File: src/locmd_pkg.sv
// Package for the LIN OTP-write and sleep command decoder
// Assumes a byte-level LIN receiver upstream that frames identifier, data and checksum
package locmd_pkg;
  // Protected identifiers of the two frames
  localparam logic [7:0] PID_OTP = 8'hE7;
  localparam logic [7:0] PID_SLEEP = 8'h3C;
  // Data lengths in bytes
  localparam logic [3:0] LEN_OTP = 4'h4;
  localparam logic [3:0] LEN_SLEEP = 4'h8;
  // Field values
  localparam logic [7:0] BYTE_FF = 8'hFF;
  localparam logic [7:0] BYTE_00 = 8'h00;
  localparam logic [1:0] ADDR_TOP = 2'h3;
  localparam logic [3:0] PTR_TOP = 4'hF;
  localparam int ADDR_W = 6;
  localparam int PTR_W = 4;
  // Data byte indices
  localparam logic [3:0] IDX_ADDR = 4'h0;
  localparam logic [3:0] IDX_FF = 4'h1;
  localparam logic [3:0] IDX_PTR = 4'h2;
  localparam logic [3:0] IDX_VAL = 4'h3;
  // Decoder states
  typedef enum logic [1:0] {LOCMD_IDLE, LOCMD_DATA, LOCMD_CSUM} locmd_state_t;
endpackage

File: src/locmd_byte_if.sv
// Interface carrying received LIN bytes between the framer and the checker
// Assumes one clock domain shared by both ends
`timescale 1ns/1ps
`default_nettype none
interface locmd_byte_if;
  logic [7:0] data;
  logic valid;
  logic [7:0] sum;
  logic clear;
  modport src (output data, output valid, output clear, input sum);
  modport acc (input data, input valid, input clear, output sum);
endinterface
`default_nettype wire

File: src/locmd_csum.sv
// Classic LIN checksum accumulator: 8-bit add with carry wrap
// Assumes bytes arrive one per valid pulse on the same clock
`timescale 1ns/1ps
`default_nettype none
module locmd_csum (
  // Clock and reset
  input wire logic ref_clk_i,
  input wire logic rst_n_i,
  // Byte stream
  locmd_byte_if.acc bus
);
  logic [7:0] sum;
  logic [7:0] next_sum;
  logic [8:0] wide;

  // Add with end-around carry, clear starts a new frame
  always_comb begin
    wide = {1'b0, sum} + {1'b0, bus.data};
    next_sum = sum;
    if (bus.clear) begin
      next_sum = 8'h00;
    end else if (bus.valid) begin
      next_sum = wide[7:0] + {7'h00, wide[8]};
    end
  end

  // Register the running sum
  always_ff @(posedge ref_clk_i) begin
    if (!rst_n_i) begin
      sum <= 8'h00;
    end else begin
      sum <= next_sum;
    end
  end

  assign bus.sum = sum;
endmodule
`default_nettype wire

File: src/locmd_top.sv
// Decoder for the OTP byte-programming frame and the go-to-sleep frame
// Assumes a LIN byte receiver on ref_clk_i giving pid, data and checksum bytes in order
// Functional notes
// - A valid OTP frame writes exactly one OTP byte at the frame's pointer.
// - Third data byte: upper nibble all ones, low nibble is pointer; fourth is value.
// - Classic checksum over data bytes; mismatching frames are rejected.
// - Sleep frame puts the device into sleep mode.
// - Sleep needs first data byte 0x00 and seven bytes 0xFF.
`timescale 1ns/1ps
`default_nettype none
module locmd_top (
  // Clock and reset
  input wire logic ref_clk_i,
  input wire logic rst_n_i,
  // Received LIN bytes
  input wire logic pid_valid_i,
  input wire logic [7:0] rx_byte_i,
  input wire logic rx_valid_i,
  input wire logic frame_abort_i,
  // Node configuration
  input wire logic [5:0] node_addr_i,
  // OTP write port
  output logic otp_wr_o,
  output logic [3:0] otp_addr_o,
  output logic [7:0] otp_data_o,
  // Sleep and status
  output logic sleep_o,
  output logic csum_err_o
);

  //////////////////////////////////////////////////////////////////////////////
  // Frame tracking state

  // Where the decoder stands within a frame
  locmd_pkg::locmd_state_t state;
  locmd_pkg::locmd_state_t next_state;
  // Kind of frame being decoded, high for the sleep frame
  logic is_sleep;
  logic next_is_sleep;
  // Count of data bytes taken so far in this frame
  logic [3:0] idx;
  logic [3:0] next_idx;
  // Stays high while every fixed field has matched
  logic fields_ok;
  logic next_fields_ok;
  // Pointer and value held until the checksum proves the frame
  logic [3:0] ptr;
  logic [3:0] next_ptr;
  logic [7:0] val;
  logic [7:0] next_val;

  // Output registers
  logic otp_wr;
  logic next_otp_wr;
  logic [3:0] otp_addr;
  logic [3:0] next_otp_addr;
  logic [7:0] otp_data;
  logic [7:0] next_otp_data;
  logic sleep;
  logic next_sleep;
  logic csum_err;
  logic next_csum_err;

  // Running checksum of the data bytes seen so far
  logic [7:0] run_sum;

  //////////////////////////////////////////////////////////////////////////////
  // Decoding helpers

  // Number of data bytes that each frame kind carries
  function automatic logic [3:0] frame_len(input logic slp);
    logic [3:0] len;
    len = slp ? locmd_pkg::LEN_SLEEP : locmd_pkg::LEN_OTP;
    return len;
  endfunction

  // Checks one data byte against the fixed fields of its frame
  function automatic logic field_ok(input logic slp, input logic [3:0] i, input logic [7:0] b,
    input logic [5:0] node);
    logic ok;
    ok = 1'b1;
    if (slp) begin
      // First byte zero, all others all ones
      if (i == locmd_pkg::IDX_ADDR) begin
        ok = (b == locmd_pkg::BYTE_00);
      end else begin
        ok = (b == locmd_pkg::BYTE_FF);
      end
    end else begin
      case (i)
        locmd_pkg::IDX_ADDR: begin
          ok = (b[7:locmd_pkg::ADDR_W] == locmd_pkg::ADDR_TOP) && (b[locmd_pkg::ADDR_W-1:0] == node);
        end
        locmd_pkg::IDX_FF: begin
          ok = (b == locmd_pkg::BYTE_FF);
        end
        locmd_pkg::IDX_PTR: begin
          ok = (b[7:locmd_pkg::PTR_W] == locmd_pkg::PTR_TOP);
        end
        default: begin
          ok = 1'b1;
        end
      endcase
    end
    return ok;
  endfunction

  //////////////////////////////////////////////////////////////////////////////
  // Checksum accumulator

  // Only data bytes are summed; a new identifier or an abort restarts the sum
  locmd_byte_if bif ();
  assign bif.data = rx_byte_i;
  assign bif.valid = rx_valid_i && !pid_valid_i && (state == locmd_pkg::LOCMD_DATA);
  assign bif.clear = pid_valid_i || frame_abort_i;
  assign run_sum = bif.sum;

  locmd_csum u_locmd_csum (
    .ref_clk_i(ref_clk_i),
    .rst_n_i(rst_n_i),
    .bus(bif.acc)
  );

  //////////////////////////////////////////////////////////////////////////////
  // Frame decoder

  // Next values of the frame state and the outputs
  always_comb begin
    next_state = state;
    next_is_sleep = is_sleep;
    next_idx = idx;
    next_fields_ok = fields_ok;
    next_ptr = ptr;
    next_val = val;
    next_otp_wr = 1'b0;
    next_otp_addr = otp_addr;
    next_otp_data = otp_data;
    next_sleep = sleep;
    next_csum_err = 1'b0;
    if (frame_abort_i) begin
      // A cut frame is dropped without effect
      next_state = locmd_pkg::LOCMD_IDLE;
    end else if (pid_valid_i) begin
      next_idx = 4'h0;
      next_fields_ok = 1'b1;
      if (rx_byte_i == locmd_pkg::PID_OTP) begin
        next_state = locmd_pkg::LOCMD_DATA;
        next_is_sleep = 1'b0;
      end else if (rx_byte_i == locmd_pkg::PID_SLEEP) begin
        next_state = locmd_pkg::LOCMD_DATA;
        next_is_sleep = 1'b1;
      end else begin
        next_state = locmd_pkg::LOCMD_IDLE;
      end
    end else if (rx_valid_i) begin
      case (state)
        locmd_pkg::LOCMD_IDLE: begin
          next_state = locmd_pkg::LOCMD_IDLE;
        end
        locmd_pkg::LOCMD_DATA: begin
          next_fields_ok = fields_ok & field_ok(is_sleep, idx, rx_byte_i, node_addr_i);
          if (!is_sleep && (idx == locmd_pkg::IDX_PTR)) begin
            next_ptr = rx_byte_i[locmd_pkg::PTR_W-1:0];
          end
          if (!is_sleep && (idx == locmd_pkg::IDX_VAL)) begin
            next_val = rx_byte_i;
          end
          next_idx = idx + 4'h1;
          if (idx == frame_len(is_sleep) - 4'h1) begin
            next_state = locmd_pkg::LOCMD_CSUM;
          end
        end
        locmd_pkg::LOCMD_CSUM: begin
          next_state = locmd_pkg::LOCMD_IDLE;
          if (rx_byte_i != ~run_sum) begin
            next_csum_err = 1'b1;
          end else if (fields_ok) begin
            if (is_sleep) begin
              next_sleep = 1'b1;
            end else begin
              next_otp_wr = 1'b1;
              next_otp_addr = ptr;
              next_otp_data = val;
            end
          end
        end
        default: begin
          next_state = locmd_pkg::LOCMD_IDLE;
        end
      endcase
    end
  end

  // Register the frame state and the outputs
  always_ff @(posedge ref_clk_i) begin
    if (!rst_n_i) begin
      state <= locmd_pkg::LOCMD_IDLE;
      is_sleep <= 1'b0;
      idx <= 4'h0;
      fields_ok <= 1'b0;
      ptr <= 4'h0;
      val <= 8'h00;
      otp_wr <= 1'b0;
      otp_addr <= 4'h0;
      otp_data <= 8'h00;
      sleep <= 1'b0;
      csum_err <= 1'b0;
    end else begin
      state <= next_state;
      is_sleep <= next_is_sleep;
      idx <= next_idx;
      fields_ok <= next_fields_ok;
      ptr <= next_ptr;
      val <= next_val;
      otp_wr <= next_otp_wr;
      otp_addr <= next_otp_addr;
      otp_data <= next_otp_data;
      sleep <= next_sleep;
      csum_err <= next_csum_err;
    end
  end

  // Outputs straight from flip-flops
  assign otp_wr_o = otp_wr;
  assign otp_addr_o = otp_addr;
  assign otp_data_o = otp_data;
  assign sleep_o = sleep;
  assign csum_err_o = csum_err;

  //////////////////////////////////////////////////////////////////////////////
  // Assertions

  // A write strobe lasts a single cycle
  property p_wr_single;
    @(posedge ref_clk_i) disable iff (!rst_n_i) otp_wr_o |=> !otp_wr_o;
  endproperty
  a_wr_single: assert property (p_wr_single) else $error("otp write longer than one cycle");

  // A write follows only a checked, matching OTP frame
  property p_wr_cause;
    @(posedge ref_clk_i) disable iff (!rst_n_i)
      otp_wr_o |-> ($past(state) == locmd_pkg::LOCMD_CSUM) && !$past(is_sleep) && $past(fields_ok);
  endproperty
  a_wr_cause: assert property (p_wr_cause) else $error("otp write without valid frame");

  // The write goes to the pointer carried by the frame
  property p_wr_addr;
    @(posedge ref_clk_i) disable iff (!rst_n_i) otp_wr_o |-> (otp_addr_o == $past(ptr));
  endproperty
  a_wr_addr: assert property (p_wr_addr) else $error("otp write address differs from pointer");

  // Checksum stage is reached after exactly the frame's data bytes
  property p_len;
    @(posedge ref_clk_i) disable iff (!rst_n_i)
      (state == locmd_pkg::LOCMD_CSUM) && ($past(state) == locmd_pkg::LOCMD_DATA) |-> (idx == frame_len(is_sleep));
  endproperty
  a_len: assert property (p_len) else $error("data byte count wrong at checksum");

  // A checksum error has no effect
  property p_err_quiet;
    @(posedge ref_clk_i) disable iff (!rst_n_i) csum_err_o |-> !otp_wr_o && $stable(sleep_o);
  endproperty
  a_err_quiet: assert property (p_err_quiet) else $error("frame acted on despite checksum error");

  // Sleep holds once entered
  property p_sleep_hold;
    @(posedge ref_clk_i) disable iff (!rst_n_i) sleep_o |=> sleep_o;
  endproperty
  a_sleep_hold: assert property (p_sleep_hold) else $error("sleep dropped without reset");

  // Sleep only after a sleep frame with the right pattern
  property p_sleep_cause;
    @(posedge ref_clk_i) disable iff (!rst_n_i) $rose(sleep_o) |-> $past(is_sleep) && $past(fields_ok);
  endproperty
  a_sleep_cause: assert property (p_sleep_cause) else $error("sleep without valid sleep frame");

  // Main scenarios
  c_otp_write: cover property (@(posedge ref_clk_i) disable iff (!rst_n_i) otp_wr_o);
  c_sleep: cover property (@(posedge ref_clk_i) disable iff (!rst_n_i) $rose(sleep_o));
  c_csum_err: cover property (@(posedge ref_clk_i) disable iff (!rst_n_i) csum_err_o);
endmodule
`default_nettype wire

File: config.mk
export PLATFORM = sky130hd
export DESIGN_NAME = locmd_top
export DESIGN_NICKNAME = d
export VERILOG_FILES = /design/src/locmd_pkg.sv /design/src/locmd_byte_if.sv /design/src/locmd_csum.sv /design/src/locmd_top.sv
export SDC_FILE = /design/constraint.sdc
export NUM_CORES = 1
export LEC_CHECK = 0
export ABC_AREA = 1
export BUFFER_PORTS_ARGS = -buffer_cell sky130_fd_sc_hd__buf_2
export CORE_ASPECT_RATIO = 2
export CORE_MARGIN = 10
export CORE_UTILIZATION = 52
export CTS_CLUSTER_SIZE = 28
export DETAILED_ROUTE_END_ITERATION = 6
export GPL_TIMING_DRIVEN = 0
export PLACE_DENSITY = 0.73
export SLEW_MARGIN = 15
export SYNTH_ARGS = -nofsm -noshare
export SYNTH_HDL_FRONTEND = slang
export SYNTH_SLANG_ARGS = --single-unit
File: constraint.sdc
create_clock -name ref_clk_i -period 4.7 [get_ports ref_clk_i]
set_input_delay 0.47 -clock ref_clk_i [delete_from_list [all_inputs] [get_ports ref_clk_i]]
set_output_delay 0.47 -clock ref_clk_i [all_outputs]
set_load 0.1 [all_outputs]
==> impl_metrics.tcl, run 1 <==
set metrics [dict create \
    outcome "finished clean" \
    syn-num-nets 410 \
    cts-htree-levels 2 \
    setup_viol 0 \
    internal_power_uw 495 \
    rows 35 \
    critPathMaxStageDelay_ns 0.45 \
    synth_area_leaders "dfxtp_1, nand2_1, nor2_1" \
    synthSimpleGateAreaFrac_pct 31.6 \
    cts_resized 0 \
    fin_ws_ns 1.94 \
    hold_path_class "primary input to register" \
    syn_inst 376 \
    cap_violations 0 \
    first_pass_iters 4 \
    powerDensity_nw_per_um2 240 \
    clockPowerShare_pct 35.9 \
    preCtsSetupSlack_ns 1.66 \
    root_buffer "clkbuf_8" \
    synthArstFlopShare_pct 0 \
    antenna_left 0 \
    vias_per_cell 5.27 \
    p_leak_nw 1.46 \
    cp.arrival_ns 3.02 \
    crit_fanout 4 \
    whs_ns 0.442 \
    grt-ovfl-total 0 \
    synthTopCellsByCount "nand2_1, nor2_1, inv_1" \
    drive_above_1_share_pct 15.4 \
    drc 0 \
    synth_xor_area_share_pct 1.04 \
    worst_pin_slew_ns 0.493 \
    synth_flop_cell "dfxtp_1" \
    synth_compound_area_share_pct 15.1 \
    cts.clk_slew.worst_paths_ns 0.09 \
    tns_ns 0 \
    finalHoldViolCount 0 \
    comb_power_share_pct 10.3 \
    drt_iter0_drc 134 \
    cts_buffer_depth 2 \
    grt_pass1_vias 2479 \
    post-route-period-util_pct 58.7 \
    grt_first_pass_wirelength_microns 11400 \
    final_nets 448 \
    synthMuxAreaShare_pct 0 \
    die_w_microns 69.3 \
    cts_sinks 43 \
    layoutNonFillerInstCount 470 \
    slew_violations 0 \
    start_kind "register" \
    antenna_found_initial 0 \
    synth_cell_type_count 36 \
    synth.top_cell.area_share_pct 34.0 \
    yosysTopAreaCell "dfxtp_1" \
    pin_count 34 \
    rsz0062_at_grt "no" \
    ys_ff_latch 43 \
    stdcell_area_sq_um 2850 \
    worstPathCellList "ha_1 -> fa_1 -> nand2_1 -> nand2_1 -> a221o_1 -> ha_1 -> ha_1 -> inv_1 -> nor2_1 -> nand3_1 -> nor2_1 -> o21ai_0 -> o211ai_1 -> inv_1" \
    hold_buffers 0 \
    post-cts-setup-buffer-count 0 \
    layout_min_cycle_time_ns 2.76 \
    max_freq_mhz 362 \
    io_buffer_count 31 \
    synth_area_sq_um 2530 \
    avgSynthCellArea_sq_um 6.73 \
    grt_start_max_net_pins 16 \
    clock_latency_ns 0.31 \
    diodes 0 \
    synth_seq_area_share_pct 34.0 \
    core_sq_um 4640 \
    cts_tree "built" \
    yosysMostFrequentCell "nand2_1" \
    switchingPower_uw 187 \
    seqPwrFrac_pct 53.8 \
    critPathKind "register to register" \
    fin_worst_skew_ns 0.00826 \
    required_ns 4.96 \
    wl_per_cell_microns 13.9 \
    drt-total-wl_microns 6530 \
    cts-buffers-inserted 5 \
    dr_total_vias 2479 \
    p_total_uw 682 \
    vdd_drop_max_v 0.000214 \
    gp_congestion 0.929 \
    dpl_cell_area_sq_um 2750 \
    synth_top_family_by_area "simple AND/OR/NAND/NOR gates" \
    start_util_pct 54.5 \
    yosysWarnings 0 \
    swShare_pct 27.4 \
    dieArea_sq_um 8220 \
    die_y_microns 119 \
    track_usage_pct 16.3 \
    end_kind "register" \
    slowest_stage "fa_1" \
    cp_common_cell "ha_1" \
    area_growth_pct 12.5 \
    dp.cells 462 \
    max_slew_margin_pct 67.4 \
    utilization_pct 61.3 \
    synth_fa_ha_area_share_pct 7.72 \
    synth_edf_count 0 \
    dp_hpwl_microns 5330 \
]
## worst max-delay path: cells and delay by family (launching register included)
family / cells / cell delay, ns
AOI/OAI and AO/OA: 3 / 0.73
adders and majority gates: 4 / 1.11
buffers and inverters: 2 / 0.12
DFF: 1 / 0.33
and+or+nand+nor: 5 / 0.42
## state kept, by name (all words and copies together) (netlist names)
signal and count:
ptr 4, csum_err_o 1, sleep_o 1, is_sleep 1, state 2, otp_wr_o 1, val 8, u_locmd_csum.bus.sum 8
idx 4, otp_addr_o 4, otp_data_o 8, fields_ok 1
## layout by cell type, fill, tap and decap left out, types with 4 or more instances in the layout
| cell | Yosys | routed |
|---|---|---|
| dfxtp_1 | 43 | 43 |
| inv_2 | 4 | 4 |
| inv_1 | 52 | 52 |
| nor2_1 | 63 | 63 |
| a21oi_1 | 21 | 21 |
| clkbuf_8 | 0 | 5 |
| nand4_1 | 6 | 6 |
| o21ai_0 | 34 | 34 |
| nand3_1 | 25 | 25 |
| buf_2 | 2 | 33 |
| ha_1 | 14 | 14 |
| nand2_1 | 73 | 73 |
## metal layers
metal | vias to the layer above | share of wire [%] | track usage [%]
met2 | 59 | 53 | 30.3
met5 | - | 0 | 0
li1 | 1286 | - | -
met1 | 1117 | 40 | 16.5
met4 | 0 | 2.8 | 7.72
met3 | 17 | 4.3 | 3.43
## cells by family (layout without fill, tap and decap cells)
group | count (synthesis) | count (layout)
compound gates | 69 | 69
xor+xnor | 3 | 3
fa+ha+maj | 15 | 15
buf+inv | 65 | 104
flops | 43 | 43
simple gates | 181 | 181
## power groups by stage
| stage | clock network, mW | logic [mW] | registers (mW) |
|---|---|---|---|
| 2_1_floorplan | 0 | 0.0448 | 0.375 |
| 3_3_place_gp | 0 | 0.0688 | 0.376 |
| 3_5_place_dp | 0 | 0.0701 | 0.376 |
| 4_1_cts | 0.250 | 0.0703 | 0.367 |
| 5_1_grt | 0.261 | 0.0805 | 0.367 |
| 6_report | 0.245 | 0.0706 | 0.367 |
## path summary, 6_finish.rpt
check,start,endpoint,slack (ns),cells after the start
worst max register to register,u_locmd_csum.bus.sum[0]$_SDFFE_PP0P_,u_locmd_csum.bus.sum[4]$_SDFFE_PP0P_,1.94,14
worst min-delay path,rx_byte_i[7],val[7]$_SDFFE_PN0P_,0.44,3
worst max-delay path,u_locmd_csum.bus.sum[0]$_SDFFE_PP0P_,u_locmd_csum.bus.sum[4]$_SDFFE_PP0P_,1.94,14
worst min register to register,state[0]$_SDFFE_PP0P_,state[0]$_SDFFE_PP0P_,0.48,2
## layout make-up
type / count / area [sq um]
fillers: 486 / 1800
clock buffers: 5 / 68.8
clock inverters: 3 / 23.8
inverters: 57 / 215
multi-input cells: 268 / 1400
well taps: 55 / 68.8
flip-flops and latches: 43 / 861
repair buffers: 31 / 155
plain buffers: 8 / 51.3
No activity file was read; power rests on OpenSTA's default activity.
==> run 2: changes to the inputs <==
--- a/config.mk
+++ b/config.mk
@@ -5,7 +5,7 @@
 export SDC_FILE = /design/constraint.sdc
 export NUM_CORES = 1
 export LEC_CHECK = 0
-export ABC_AREA = 1
+export ABC_AREA = 0
 export BUFFER_PORTS_ARGS = -buffer_cell sky130_fd_sc_hd__buf_2
 export CORE_ASPECT_RATIO = 2
 export CORE_MARGIN = 10
==> constraint.sdc (replaced) <==
create_clock -name ref_clk_i -period 2.61 [get_ports ref_clk_i]
set_input_delay 0.261 -clock ref_clk_i [delete_from_list [all_inputs] [get_ports ref_clk_i]]
set_output_delay 0.261 -clock ref_clk_i [all_outputs]
set_load 0.1 [all_outputs]
==> impl_metrics.tcl, run 2 <==
set metrics [dict create \
    dieArea_sq_um 7990 \
    antenna_found_initial 0 \
    fillers 439 \
    p_leak_nw 1.10 \
    track_usage_pct 17.2 \
    synth_flop_cell "dfxtp_1" \
    synth_area_leaders "dfxtp_1, ha_1, a21oi_1" \
    multi_input_area_sq_um 1520 \
    io_buffer_count 33 \
    synthArstFlopShare_pct 0 \
    yosysTopAreaCell "dfxtp_1" \
    grt_pass1_vias 2462 \
    powerDensity_nw_per_um2 453 \
    start_kind "register" \
    critPathKind "register to register" \
    finalHoldViolCount 0 \
    mostFrequentLayoutCell "dfxtp_1" \
    gp_congestion 0.882 \
    root_buffer "clkbuf_8" \
    core_sq_um 4550 \
    pin_count 34 \
    p_total_mw 1.29 \
    start_util_pct 53.5 \
    cts-buffers-inserted 5 \
    hold_end "otp_wr_o$_SDFF_PP0_" \
    r2r_slack_ns 0.10 \
    dp.cells 379 \
    cts_sinks 43 \
    yosysWarnings 0 \
    fin_ws_ns 0.103 \
    dpl_cell_area_sq_um 2670 \
    vdd_drop_max_v 0.000545 \
    crit_fanout 3 \
    required_ns 2.83 \
    cts_buffer_depth 2 \
    final_nets 368 \
    worst_pin_slew_ns 0.543 \
    fin_worst_skew_ns 0.00533 \
    antenna_left 0 \
    clock_latency_ns 0.30 \
    grt-ovfl-total 0 \
    synth_seq_area_share_pct 35.3 \
    layout_min_cycle_time_ns 2.51 \
    synthTopCellsByCount "dfxtp_1, nor2_1, nand2_1" \
    r2r_start "u_locmd_csum.bus.sum[0]$_SDFFE_PP0P_" \
    cts-htree-levels 2 \
    cap_violations 0 \
    dr_total_vias 2284 \
    synth_cell_type_count 52 \
    hold_buffers 0 \
    cts.clk_slew.worst_paths_ns 0.09 \
    dp_hpwl_microns 5200 \
    drive_above_1_share_pct 20.6 \
    post-route-period-util_pct 96.1 \
    tns_ns 0 \
    first_pass_iters 4 \
    die_w_microns 68.4 \
    layoutNonFillerInstCount 390 \
    synth.top_cell.area_share_pct 35.3 \
    grt_first_pass_wirelength_microns 10600 \
    max_slew_margin_pct 63.8 \
    diodes 0 \
    cts_tree "built" \
    rows 35 \
    drt-total-wl_microns 6560 \
    slew_violations 0 \
    area_growth_pct 17.1 \
    cp.arrival_ns 2.72 \
    vias_per_cell 5.86 \
    syn-num-nets 325 \
    drt_iter0_drc 73 \
    hp-start "rst_n_i" \
    ys_ff_latch 43 \
    drc 0 \
    die_y_microns 117 \
    hold_path_class "primary input to register" \
    wl_per_cell_microns 16.8 \
    stdcell_area_sq_um 2850 \
    preCtsSetupSlack_ns -0.300 \
    utilization_pct 62.6 \
    regArea_sq_um 862 \
    grt_start_max_net_pins 15 \
    setup_viol 0 \
    avgSynthCellArea_sq_um 8.37 \
    max_freq_mhz 399 \
    final_cell_mix "dfxtp_1, buf_2, nor2_1" \
    synth_area_sq_um 2440 \
    regToRegEndpoint "u_locmd_csum.bus.sum[7]$_SDFFE_PP0P_" \
    synth_edf_count 0 \
    syn_inst 291 \
    yosysMostFrequentCell "dfxtp_1" \
    whs_ns 0.245 \
    r2r_cells 10 \
    outcome "finished clean" \
    hold_depth 2 \
    end_kind "register" \
]
-- run 2: worst max-delay path, stage by stage (launching register included) --
cell,delay [ns]
dfxtp_2,0.35
ha_4,0.17
fa_2,0.37
a21o_1,0.20
a21oi_2,0.16
buf_4,0.12
buf_4,0.10
xnor2_2,0.14
nand3_1,0.23
o311a_1,0.36
nor4_2,0.23
-- run 2: what timing repair did --
item,in CTS,in global routing
setup endpoints to repair,3,3
resized for setup,3,8
setup buffers,2,1
pin swaps,2,4
-- run 2: cell type report --
cell class / instances / share of cell area, %
Clock buffer: 5 / 2.41
Multi-Input combinational cell: 227 / 53.4
Clock inverter: 3 / 1.54
Timing Repair Buffer: 36 / 6.58
Tap cell: 55 / 2.41
Inverter: 5 / 0.658
Sequential cell: 43 / 30.2
Buffer: 16 / 2.72
-- run 2: power breakdown --
part	switching (mW)	internal [mW]	total, mW
Clock	0.241	0.285	0.527
Combinational	0.0693	0.0399	0.109
Sequential	0.000688	0.657	0.657
Total	0.311	0.982	1.29
-- run 2: worst max path at each step --
| stage | start | cells after the start | to | slack, ns |
|---|---|---|---|---|
| global route | u_locmd_csum.bus.sum[0]$_SDFFE_PP0P_ | 14 | u_locmd_csum.bus.sum[6]$_SDFFE_PP0P_ | -0.02 |
| global placement | rx_byte_i[0] | 15 | u_locmd_csum.bus.sum[6]$_SDFFE_PP0P_ | -0.26 |
| floorplan | u_locmd_csum.bus.sum[0]$_SDFFE_PP0P_ | 14 | u_locmd_csum.bus.sum[6]$_SDFFE_PP0P_ | 0.14 |
| detailed placement | rx_byte_i[0] | 15 | u_locmd_csum.bus.sum[6]$_SDFFE_PP0P_ | -0.30 |
| finish | u_locmd_csum.bus.sum[0]$_SDFFE_PP0P_ | 10 | u_locmd_csum.bus.sum[7]$_SDFFE_PP0P_ | 0.10 |
| CTS | u_locmd_csum.bus.sum[0]$_SDFFE_PP0P_ | 14 | u_locmd_csum.bus.sum[6]$_SDFFE_PP0P_ | 0.03 |
-- run 2: kinds of logic (layout without fill, tap and decap cells) --
kind of cell             after synthesis  in the layout  synth area share [%]
AO/OA/AOI/OAI                         62             62                  16.7
XOR/XNOR                              14             14                  5.65
adder cells (fa/ha/maj)               15             15                  8.01
buffers and inverters                 21             65                  3.96
flip-flops                            43             43                  35.3
multiplexers                          12             12                  4.93
AND/OR/NAND/NOR                      124            124                  25.4
-- run 2: per-layer routing --
metal / up-vias / GRT usage [%] / routed length, microns
met5: - / 0 / 0
met4: 0 / 14.6 / 393
met3: 28 / 2.57 / 289
met2: 65 / 32.8 / 3710
met1: 1067 / 14.0 / 2170
li1: 1124 / - / -
==> run 3: changes to the inputs <==
--- a/config.mk
+++ b/config.mk
@@ -10,10 +10,11 @@
 export CORE_ASPECT_RATIO = 2
 export CORE_MARGIN = 10
 export CORE_UTILIZATION = 52
+export CTS_CLUSTER_DIAMETER = 120
 export CTS_CLUSTER_SIZE = 28
 export DETAILED_ROUTE_END_ITERATION = 6
 export GPL_TIMING_DRIVEN = 0
-export PLACE_DENSITY = 0.73
+export PLACE_DENSITY = 0.72
 export SLEW_MARGIN = 15
 export SYNTH_ARGS = -nofsm -noshare
 export SYNTH_HDL_FRONTEND = slang
==> impl_metrics.tcl, run 3 (synthesis results as in run 2) <==
set metrics [dict create \
    first_pass_iters 4 \
    dpl_cell_area_sq_um 2670 \
    start_kind "register" \
    r2r_slack_ns 0.12 \
    cts-buffers-inserted 5 \
    cp.arrival_ns 2.71 \
    critPathKind "register to register" \
    setup_viol 0 \
    vias_per_cell 5.92 \
    hp-start "rst_n_i" \
    dr_total_vias 2315 \
    powerDensity_nw_per_um2 426 \
    dp_hpwl_microns 5170 \
    seqPwrFrac_pct 54.4 \
    utilization_pct 62.3 \
    comb_power_share_pct 9.1 \
    layout_min_cycle_time_ns 2.49 \
    track_usage_pct 17.0 \
    fillers 457 \
    slew_violations 0 \
    final_cell_mix "dfxtp_1, buf_2, nor2_1" \
    cts_buffer_depth 2 \
    cap_violations 0 \
    required_ns 2.83 \
    cts_tree "built" \
    crit_fanout 3 \
    core_sq_um 4550 \
    dieArea_sq_um 7990 \
    clock_latency_ns 0.30 \
    cts_sinks 43 \
    grt_pass1_vias 2309 \
    drc 0 \
    drt-total-wl_microns 6570 \
    die_w_microns 68.4 \
    die_y_microns 117 \
    p_leak_nw 1.08 \
    hold_path_class "primary input to register" \
    hold_depth 2 \
    post-route-period-util_pct 95.6 \
    worst_pin_slew_ns 0.506 \
    antenna_found_initial 0 \
    stdcell_area_sq_um 2840 \
    root_buffer "clkbuf_8" \
    final_nets 369 \
    mostFrequentLayoutCell "dfxtp_1" \
    r2r_cells 14 \
    clockPowerShare_pct 36.5 \
    internal_power_uw 888 \
    antenna_left 0 \
    diodes 0 \
    start_util_pct 53.5 \
    max_freq_mhz 401 \
    vdd_drop_max_v 0.000281 \
    outcome "finished clean" \
    grt_first_pass_wirelength_microns 10500 \
    whs_ns 0.247 \
    finalHoldViolCount 0 \
    drt_iter0_drc 112 \
    regToRegEndpoint "u_locmd_csum.bus.sum[6]$_SDFFE_PP0P_" \
    drive_above_1_share_pct 20.8 \
    r2r_start "u_locmd_csum.bus.sum[0]$_SDFFE_PP0P_" \
    fin_worst_skew_ns 0.00790 \
    cts-htree-levels 2 \
    cts.clk_slew.worst_paths_ns 0.09 \
    p_total_mw 1.21 \
    grt-ovfl-total 0 \
    pin_count 34 \
    max_slew_margin_pct 66.1 \
    swShare_pct 26.5 \
    grt_start_max_net_pins 16 \
    rows 35 \
    wl_per_cell_microns 16.8 \
    io_buffer_count 33 \
    area_growth_pct 16.4 \
    end_kind "register" \
    rsz0062_at_grt "yes" \
    switchingPower_uw 319 \
    gp_congestion 0.887 \
    hold_end "otp_wr_o$_SDFF_PP0_" \
]
-- run 3: power groups by stage --
stage | logic (mW) | registers [mW] | clock network (mW)
floorplan | 0.0617 | 0.673 | 0
global placement | 0.104 | 0.673 | 0
detailed placement | 0.105 | 0.673 | 0
CTS | 0.106 | 0.657 | 0.447
global route | 0.120 | 0.658 | 0.479
finish | 0.110 | 0.657 | 0.440
-- run 3: how the worst max path moves through the flow --
stage,start,endpoint,cells after the start
finish,u_locmd_csum.bus.sum[0]$_SDFFE_PP0P_,u_locmd_csum.bus.sum[6]$_SDFFE_PP0P_,14
global route,u_locmd_csum.bus.sum[0]$_SDFFE_PP0P_,u_locmd_csum.bus.sum[6]$_SDFFE_PP0P_,14
CTS,u_locmd_csum.bus.sum[0]$_SDFFE_PP0P_,u_locmd_csum.bus.sum[6]$_SDFFE_PP0P_,14
detailed placement,rx_byte_i[0],u_locmd_csum.bus.sum[6]$_SDFFE_PP0P_,15
global placement,rx_byte_i[0],u_locmd_csum.bus.sum[6]$_SDFFE_PP0P_,15
floorplan,u_locmd_csum.bus.sum[0]$_SDFFE_PP0P_,u_locmd_csum.bus.sum[6]$_SDFFE_PP0P_,14
-- run 3: layout make-up --
type / count / area [sq um] / share of cell area, %
inverters: 5 / 18.8 / 0.662
repair buffers: 37 / 195 / 6.88
flip-flops and latches: 43 / 862 / 30.4
clock inverters: 3 / 23.8 / 0.838
plain buffers: 16 / 77.6 / 2.73
multi-input cells: 227 / 1520 / 53.6
well taps: 55 / 68.8 / 2.43
clock buffers: 5 / 68.8 / 2.43
-- run 3: what timing repair did --
| item | CTS | global route |
|---|---|---|
| resized for setup | 4 | 6 |
| hold buffers | 0 | 0 |
| setup buffers | 2 | 2 |
| setup endpoints to repair | 4 | 4 |
| pin swaps | 2 | 4 |
| endpoints found under the hold margin | 0 | 0 |
-- run 3: stage by stage --
stage	worst slack, ns	cells	setup TNS [ns]
final	0.116	391	0
after global placement	-0.296	379	-0.838
after detailed placement	-0.327	379	-0.919
after floorplan	0.136	291	0
after global routing	-0.0164	391	-0.0314
after CTS	0.0297	389	0
-- run 3: per-layer routing --
layer / vias up / share of wire (%) / GRT usage [%]
met1: 1092 / 33 / 14.8
li1: 1128 / - / -
met5: - / 0 / 0
met4: 0 / 5.1 / 10.9
met2: 68 / 58 / 32.9
met3: 27 / 3.9 / 2.96
-- run 3: critical path, cell delays in order (launching register included) --
cell	delay [ns]
dfxtp_2	0.34
ha_4	0.17
fa_2	0.36
a21o_1	0.19
a21oi_2	0.16
nor2_1	0.06
nor2_1	0.08
nand2_1	0.08
ha_2	0.21
ha_1	0.19
nand2_2	0.09
nor3_4	0.06
o2111ai_2	0.12
xnor2_1	0.10
a211oi_1	0.20
